--- config.mk ---
export PLATFORM = sky130hd
export DESIGN_NAME = peripheral_pin_function_select
export DESIGN_NICKNAME = d
export VERILOG_FILES = /design/src/pin_mux_pkg.sv /design/src/peripheral_pin_function_select.sv
export SDC_FILE = /design/constraint.sdc
export NUM_CORES = 1
export LEC_CHECK = 0
export BUFFER_PORTS_ARGS = -buffer_cell sky130_fd_sc_hd__buf_2
export CAP_MARGIN = 20
export CORE_ASPECT_RATIO = 1.5
export CORE_MARGIN = 5
export CORE_UTILIZATION = 40
export CTS_CLUSTER_SIZE = 25
export DETAILED_ROUTE_END_ITERATION = 10
export MAX_ROUTING_LAYER = met4
export PLACE_DENSITY = 0.77
export RECOVER_POWER = 50
export SYNTH_ARGS = -nofsm -noshare
export SYNTH_HDL_FRONTEND = slang
export SYNTH_SLANG_ARGS = --single-unit
--- constraint.sdc ---
create_clock -name clk -period 2.8 [get_ports clk]
set_input_delay 0.7 -clock clk [delete_from_list [all_inputs] [get_ports clk]]
set_output_delay 0.7 -clock clk [all_outputs]
set_load 0.05 [all_outputs]
--- src/pin_mux_pkg.sv ---
// Constants, pin indices and carrier types for the shared pin function multiplexer.
// Assumes one 50 MHz clock and that the port and serial mode registers live elsewhere.

package pin_mux_pkg;

   // ==========================================================
   // Pin indices
   localparam int N_PINS = 23;
   localparam int UART0_RX_PIN_A = 0;
   localparam int UART0_RX_PIN_B = 1;
   localparam int UART1_RX_PIN_A = 2;
   localparam int UART1_RX_PIN_B = 3;
   localparam int UART2_RX_PIN_A = 4;
   localparam int TWOWIRE_DATA_PIN_A = 5;
   localparam int TWOWIRE_DATA_PIN_B = 6;
   localparam int TWOWIRE_CLOCK_PIN_A = 7;
   localparam int TWOWIRE_CLOCK_PIN_B = 8;
   localparam int PROGRAMMER_DATA_PIN = 9;
   localparam int PROGRAMMER_CLOCK_PIN = 10;
   localparam int TIMER0_IO_PIN_A = 11;
   localparam int N_TIMERS = 5;
   localparam int BUZZER_DRIVE_PIN = 21;
   localparam int BUZZER_DRIVE_INVERTED_PIN = 22;

   // ==========================================================
   // Reset values and timing
   localparam logic [N_PINS-1:0] PIN_RESET = 23'h000000;
   localparam logic [15:0] BUZZ_CNT_RESET = 16'h0000;
   localparam logic [15:0] BUZZ_DIV_BASE = 16'h7fff;

   // ==========================================================
   // Carriers
   typedef struct packed {
      logic [N_PINS-1:0] port_direction;
      logic [N_PINS-1:0] output_function_select;
      logic [N_PINS-1:0] opendrain_control;
      logic [N_PINS-1:0] pullup_control;
      logic [N_PINS-1:0] gpio_out;
   } port_cfg_t;

   typedef struct packed {
      logic [2:0] uart_rx_en;
      logic [1:0] uart_rx_sel_b;
      logic twowire_en;
      logic twowire_sel_b;
      logic programmer_en;
      logic [4:0] timer_ev_route;
      logic [4:0] timer_ev_sel_b;
      logic buzz_en;
      logic [2:0] buzz_freq_sel;
   } periph_cfg_t;

   typedef struct packed {
      logic twowire_data_out;
      logic twowire_clock_out;
      logic programmer_data_out;
      logic programmer_data_oe;
      logic [4:0] timer_out;
   } periph_out_t;

   typedef struct packed {
      logic [2:0] uart_rx;
      logic twowire_data_in;
      logic twowire_clock_in;
      logic programmer_data_in;
      logic programmer_clock_in;
      logic [4:0] timer_event;
   } periph_in_t;

   typedef struct packed {
      logic [N_PINS-1:0] out;
      logic [N_PINS-1:0] oe;
      logic [N_PINS-1:0] pu;
   } pad_drive_t;

endpackage

--- src/peripheral_pin_function_select.sv ---
// Shared pin function multiplexer for serial receive, two-wire, programmer, timer and buzzer.
// Assumes pins arrive unsynchronised and configuration ports come from registers on clk.

`timescale 1ns/1ns

module peripheral_pin_function_select import pin_mux_pkg::*; (
   // Clock and reset
   input wire logic clk,
   input wire logic arst_n,
   // Pads
   input wire logic [N_PINS-1:0] pad_in,
   output pad_drive_t pads_q,
   // Configuration
   input port_cfg_t port_cfg,
   input periph_cfg_t periph_cfg,
   // Peripheral side
   input periph_out_t periph_out,
   output periph_in_t periph_in_q,
   output logic [N_PINS-1:0] gpio_in_q
);

   // ==========================================================
   // Input synchronisers
   logic [N_PINS-1:0] sync1_q, sync2_q, sync3_q, stable_q, stable_d;

   assign stable_d = (sync2_q & sync3_q) | (stable_q & (sync2_q ^ sync3_q));

   always_ff @(posedge clk or negedge arst_n) begin
      if (!arst_n) begin
         sync1_q <= PIN_RESET;
         sync2_q <= PIN_RESET;
         sync3_q <= PIN_RESET;
         stable_q <= PIN_RESET;
      end else begin
         sync1_q <= pad_in;
         sync2_q <= sync1_q;
         sync3_q <= sync2_q;
         stable_q <= stable_d;
      end
   end

   // ==========================================================
   // Buzzer divider
   logic [15:0] buzz_cnt_q, buzz_cnt_d, buzz_limit;
   logic buzz_q, buzz_d, buzz_tick;

   assign buzz_limit = BUZZ_DIV_BASE >> periph_cfg.buzz_freq_sel;
   assign buzz_tick = periph_cfg.buzz_en && (buzz_cnt_q >= buzz_limit);
   assign buzz_cnt_d = (!periph_cfg.buzz_en || buzz_tick) ? BUZZ_CNT_RESET
                       : 16'(buzz_cnt_q + 16'h0001);
   assign buzz_d = !periph_cfg.buzz_en ? 1'b0 : (buzz_tick ? !buzz_q : buzz_q);

   always_ff @(posedge clk or negedge arst_n) begin
      if (!arst_n) begin
         buzz_cnt_q <= BUZZ_CNT_RESET;
         buzz_q <= 1'b0;
      end else begin
         buzz_cnt_q <= buzz_cnt_d;
         buzz_q <= buzz_d;
      end
   end

   // ==========================================================
   // Peripheral claims on pins
   logic [N_PINS-1:0] dir, omd;
   logic [N_PINS-1:0] fn_drive, fn_oe, fn_val;
   logic tw_data_a, tw_data_b, tw_clock_a, tw_clock_b, tw_base, buzz_on;

   assign dir = port_cfg.port_direction;
   assign omd = port_cfg.output_function_select;

   // Receive pins are inputs only; they never claim the driver.
   assign fn_drive[UART2_RX_PIN_A:UART0_RX_PIN_A] = 5'h00;
   assign fn_oe[UART2_RX_PIN_A:UART0_RX_PIN_A] = 5'h00;
   assign fn_val[UART2_RX_PIN_A:UART0_RX_PIN_A] = 5'h00;

   // Two-wire pins drive open-drain only.
   assign tw_base = periph_cfg.twowire_en;
   assign tw_data_a = tw_base && !periph_cfg.twowire_sel_b
                      && dir[TWOWIRE_DATA_PIN_A] && port_cfg.opendrain_control[TWOWIRE_DATA_PIN_A];
   assign tw_data_b = tw_base && periph_cfg.twowire_sel_b
                      && dir[TWOWIRE_DATA_PIN_B] && port_cfg.opendrain_control[TWOWIRE_DATA_PIN_B];
   assign tw_clock_a = tw_base && !periph_cfg.twowire_sel_b
                       && dir[TWOWIRE_CLOCK_PIN_A]
                       && port_cfg.opendrain_control[TWOWIRE_CLOCK_PIN_A];
   assign tw_clock_b = tw_base && periph_cfg.twowire_sel_b
                       && dir[TWOWIRE_CLOCK_PIN_B]
                       && port_cfg.opendrain_control[TWOWIRE_CLOCK_PIN_B];
   assign fn_drive[TWOWIRE_CLOCK_PIN_B:TWOWIRE_DATA_PIN_A] =
      {tw_clock_b, tw_clock_a, tw_data_b, tw_data_a};
   assign fn_oe[TWOWIRE_CLOCK_PIN_B:TWOWIRE_DATA_PIN_A] = 4'hf;
   assign fn_val[TWOWIRE_CLOCK_PIN_B:TWOWIRE_DATA_PIN_A] =
      {{2{periph_out.twowire_clock_out}}, {2{periph_out.twowire_data_out}}};

   // Programmer data is bidirectional, its clock is forced to input.
   assign fn_drive[PROGRAMMER_CLOCK_PIN:PROGRAMMER_DATA_PIN] = {2{periph_cfg.programmer_en}};
   assign fn_oe[PROGRAMMER_CLOCK_PIN:PROGRAMMER_DATA_PIN] =
      {1'b0, periph_out.programmer_data_oe};
   assign fn_val[PROGRAMMER_CLOCK_PIN:PROGRAMMER_DATA_PIN] =
      {1'b0, periph_out.programmer_data_out};

   // Timer pins, two per timer.
   logic [N_TIMERS-1:0] ev_q_d;
   genvar t;
   generate
      for (t = 0; t < N_TIMERS; t++) begin : g_timer
         localparam int PA = TIMER0_IO_PIN_A + 2 * t;
         localparam int PB = PA + 1;
         assign fn_drive[PA] = omd[PA] && dir[PA];
         assign fn_drive[PB] = omd[PB] && dir[PB];
         assign fn_oe[PB:PA] = 2'h3;
         assign fn_val[PB:PA] = {2{periph_out.timer_out[t]}};
         assign ev_q_d[t] = periph_cfg.timer_ev_route[t] && (periph_cfg.timer_ev_sel_b[t]
                            ? (!dir[PB] && stable_q[PB])
                            : (!dir[PA] && stable_q[PA]));
      end
   endgenerate

   // Buzzer pair drives a differential signal.
   assign buzz_on = periph_cfg.buzz_en;
   assign fn_drive[BUZZER_DRIVE_PIN] = buzz_on && omd[BUZZER_DRIVE_PIN]
                                       && dir[BUZZER_DRIVE_PIN];
   assign fn_drive[BUZZER_DRIVE_INVERTED_PIN] = buzz_on && omd[BUZZER_DRIVE_INVERTED_PIN]
                                                && dir[BUZZER_DRIVE_INVERTED_PIN];
   assign fn_oe[BUZZER_DRIVE_INVERTED_PIN:BUZZER_DRIVE_PIN] = 2'h3;
   assign fn_val[BUZZER_DRIVE_INVERTED_PIN:BUZZER_DRIVE_PIN] = {!buzz_q, buzz_q};

   // ==========================================================
   // Pad drive
   logic [N_PINS-1:0] drv_req, drv_val;
   pad_drive_t pads_d;

   assign drv_req = (fn_drive & fn_oe) | (~fn_drive & dir);
   assign drv_val = (fn_drive & fn_val) | (~fn_drive & port_cfg.gpio_out);
   assign pads_d.oe = drv_req & ~(port_cfg.opendrain_control & drv_val);
   assign pads_d.out = drv_val & ~port_cfg.opendrain_control;
   assign pads_d.pu = port_cfg.pullup_control & (~drv_req | port_cfg.opendrain_control);

   // ==========================================================
   // Input routing
   logic [1:0] rx_ok_a, rx_ok_b;
   logic rx2_ok;
   periph_in_t pin_d;

   assign rx_ok_a[0] = periph_cfg.uart_rx_en[0] && !periph_cfg.uart_rx_sel_b[0]
                       && !dir[UART0_RX_PIN_A];
   assign rx_ok_b[0] = periph_cfg.uart_rx_en[0] && periph_cfg.uart_rx_sel_b[0]
                       && !dir[UART0_RX_PIN_B];
   assign rx_ok_a[1] = periph_cfg.uart_rx_en[1] && !periph_cfg.uart_rx_sel_b[1]
                       && !dir[UART1_RX_PIN_A];
   assign rx_ok_b[1] = periph_cfg.uart_rx_en[1] && periph_cfg.uart_rx_sel_b[1]
                       && !dir[UART1_RX_PIN_B];
   assign rx2_ok = periph_cfg.uart_rx_en[2] && !dir[UART2_RX_PIN_A];

   // An unrouted receive line idles high so no false start bit is seen.
   assign pin_d.uart_rx[0] = rx_ok_a[0] ? stable_q[UART0_RX_PIN_A]
                             : (rx_ok_b[0] ? stable_q[UART0_RX_PIN_B] : 1'b1);
   assign pin_d.uart_rx[1] = rx_ok_a[1] ? stable_q[UART1_RX_PIN_A]
                             : (rx_ok_b[1] ? stable_q[UART1_RX_PIN_B] : 1'b1);
   assign pin_d.uart_rx[2] = rx2_ok ? stable_q[UART2_RX_PIN_A] : 1'b1;
   assign pin_d.twowire_data_in = periph_cfg.twowire_sel_b ? stable_q[TWOWIRE_DATA_PIN_B]
                                  : stable_q[TWOWIRE_DATA_PIN_A];
   assign pin_d.twowire_clock_in = periph_cfg.twowire_sel_b ? stable_q[TWOWIRE_CLOCK_PIN_B]
                                   : stable_q[TWOWIRE_CLOCK_PIN_A];
   assign pin_d.programmer_data_in = stable_q[PROGRAMMER_DATA_PIN];
   assign pin_d.programmer_clock_in = periph_cfg.programmer_en
                                      && stable_q[PROGRAMMER_CLOCK_PIN];
   assign pin_d.timer_event = ev_q_d;

   always_ff @(posedge clk or negedge arst_n) begin
      if (!arst_n) begin
         pads_q <= '0;
         periph_in_q <= '0;
         gpio_in_q <= PIN_RESET;
      end else begin
         pads_q <= pads_d;
         periph_in_q <= pin_d;
         gpio_in_q <= stable_q;
      end
   end
endmodule // peripheral_pin_function_select

==> results.toml <==
[routing]
drt_iter0_drc = 212
wl_per_cell_um = 15.15
vias = 4998
ant_nets = 0
viasPerCell = 4.611
drc = 0
wl_um = 16420
dr.pass1.iters = 4

[cts]
post_cts_buffers = 0
clk_pin_slew_ns = 0.06
cts_sinks = 212
numCtsBuffers = 21
clk_latency_ns = 0.49
htreeDepth = 1
cts_resized = 0
hold_buffers = 0
clockBufferDepth = 3
cts_tree = "built"
cts_root_buf = "clkbuf_16"

[critical_path]
cp.arrival_ns = 2.28
start_kind = "input pin"
r2r-end = "buzz_cnt_q[13]"
rr_worst_depth = 6
critPathCaptureType = "register"
rrSetupSlack_ns = 0.95
cp_max_fo = 4
timing.rr.start = "buzz_cnt_q[9]"
critPathKind = "input pin to register"
cp.required_ns = 3.17

[die]
die_y_um = 178.7
coreArea_mm2 = 0.01862
die_area_mm2 = 0.02188
num_io_pins = 275
initial_core_util = 0.4074
dieWidth_um = 122.5
num_rows = 61

[grt]
antenna_found_initial = 2
grt_pass1_vias = 5201
grt_start_max_net_pins = 70
overflow = 0
grt_pass1_wl_um = 25440
grt_usage = 0.1508

[placement]
post-place-ws_ns = 0.4007
place_congestion = 0.8104
portBuffers = 263
dpl.hpwl_um = 12510

[synth]
synth_fp_nets = 732
syn_avg_cell_area_um2 = 14.32
ys_top_cells_by_area = "dfrtp_1, ha_1, a21boi_0"
synth_ff_type = "dfrtp_1"
synth_cells = 530
synth_edf_count = 0
ys_types = 45
seq_area_frac_synth = 0.6992
synthArstFlopShare = 1.000
ys_ff_latch = 212
synth_top_area_frac = 0.6992
yosys_warnings = 0
synth_top_area_cell = "dfrtp_1"
synth_area_mm2 = 0.007587

[worst_hold_path]
hold_class = "input pin to register"
hold_depth = 1
hold_end = "sync1_q[22]"
worstHoldStart = "pad_in[22]"

[timing]
maxSlewViolCount = 67
grt_setup_unrepaired = "no"
max_freq_mhz = 523.7
timing.final.ws_setup_ns = 0.8906
fin_setup_tns_ns = 0
finalSetupViolCount = 0
finalHoldViolations = 0
period_share = 0.6819
tightest_slew_ns = 1.843
relSlewSlack = -0.2285
min_period_ns = 1.909
holdWs_ns = 0.3141
fin_worst_skew_ns = 0.01335

[power_and_ir_drop]
clkPwrFrac = 0.413
total_power_mw = 7.366
p_sw_mw = 1.895
combPwrFrac = 0.131
p_seq_frac = 0.456
p_int_mw = 5.472
powerDensity_mw_per_mm2 = 738.9
max-vdd-ir-drop_v = 0.0006699
leakage_nw = 5.121
switching_share = 0.2572

[status]
violations = "capacitance limit, slew limit"
status = "complete, but fails checks"

[layout]
fillerInstances = 1633
syn_to_final_growth_pct = 31.40
fin_nets = 1018
fin_util = 0.5353
drive_gt1_frac = 0.3410

[run]
maxCapViolCount = 1
[cells by family after synthesis]
logic type / count (synthesis) / synth area share
DFF: 212 / 0.6992
xor gates and xnor gates: 11 / 0.01270
and+or+nand+nor: 122 / 0.09120
adders and majority gates: 31 / 0.05112
muxes: 21 / 0.02803
buffers and inverters: 31 / 0.01830
AOI/OAI and AO/OA: 102 / 0.09944
[placed cells by master (no fill, tap or decap), types with 6 or more instances in the layout]
cell type	n
a21boi_0	32
a21o_1	24
a21oi_1	13
buf_2	221
clkbuf_1	45
clkbuf_16	21
dfrtp_1	212
ha_1	31
inv_1	25
mux2i_1	19
nand2_1	34
nand3_1	18
nor2_1	7
nor2b_1	9
nor3_1	10
nor3_2	6
o21a_1	18
xnor2_1	6
[metal layers]
layer | vias to the layer above | routed length (um) | global-route usage
li1 | 2409 | - | -
met5 | - | 0 | -
met4 | 0 | 351 | 0.04577
met1 | 2414 | 6066 | 0.1688
met3 | 26 | 1146 | 0.03346
met2 | 149 | 8856 | 0.2682
[cells in the mapped netlist (6+ instances only)]
cell type	n
a21boi_0	32
a21o_1	24
a21oi_1	13
dfrtp_1	212
ha_1	31
inv_1	25
mux2i_1	19
nand2_1	34
nand3_1	18
nor2_1	7
nor2b_1	9
nor3_1	10
nor3_2	6
o21a_1	18
xnor2_1	6
[power by group through the flow]
stage | logic (mW) | clock network (mW) | registers (mW)
CTS | 0.987 | 3.13 | 3.36
finish | 0.962 | 3.04 | 3.36
floorplan | 0.187 | 0 | 3.81
global placement | 0.963 | 0 | 3.41
detailed placement | 0.982 | 0 | 3.42
global route | 1.04 | 3.28 | 3.38
[worst max-delay path by stage]
stage,start,end,slack [ns],depth (start not counted)
floorplan,periph_cfg[0],buzz_cnt_q[6],0.45,6
global placement,periph_cfg[2],buzz_q,0.44,7
detailed placement,periph_cfg[0],buzz_cnt_q[13],0.40,8
CTS,pads_q[68],pads_q[68],0.89,1
global route,arst_n,periph_in_q[0],0.57,2
finish,periph_cfg[0],buzz_q,0.89,7
[worst max-delay path, stage by stage]
cell	delay, ns
buf_2	0.11
or3_1	0.37
ha_1	0.30
nand4b_1	0.23
nand2_1	0.15
mux2i_1	0.07
or3_1	0.34
[through the flow]
| stage | instances | cell area, um^2 |
|---|---|---|
| 3_3_place_gp | 1045 | 9265 |
| 4_1_cts | 1082 | 10020 |
| 6_report | 1084 | 9970 |
| 5_1_grt | 1084 | 9970 |
| 3_5_place_dp | 1045 | 9265 |
| 2_1_floorplan | 530 | 7587 |
[sequential cells by signal, indices dropped and copies added, names as in the netlist, 11 cells and up]
register / flops
stable_q: 23
sync2_q: 23
buzz_cnt_q: 16
sync3_q: 23
pads_q: 69
periph_in_q: 11
sync1_q: 23
gpio_in_q: 23
[cell type report]
class                   instances  area (um^2)  share of cell area
well taps                     252        315.3             0.03163
clock buffers                  28        581.8             0.05836
repair buffers                269         1348              0.1352
inverters                      25        93.84            0.009413
diodes                          2        5.005           0.0005020
clock inverters                 9        177.7             0.01782
flip-flops and latches        212         5305              0.5321
multi-input cells             287         2143              0.2150
(Power assumes the default switching activity.)
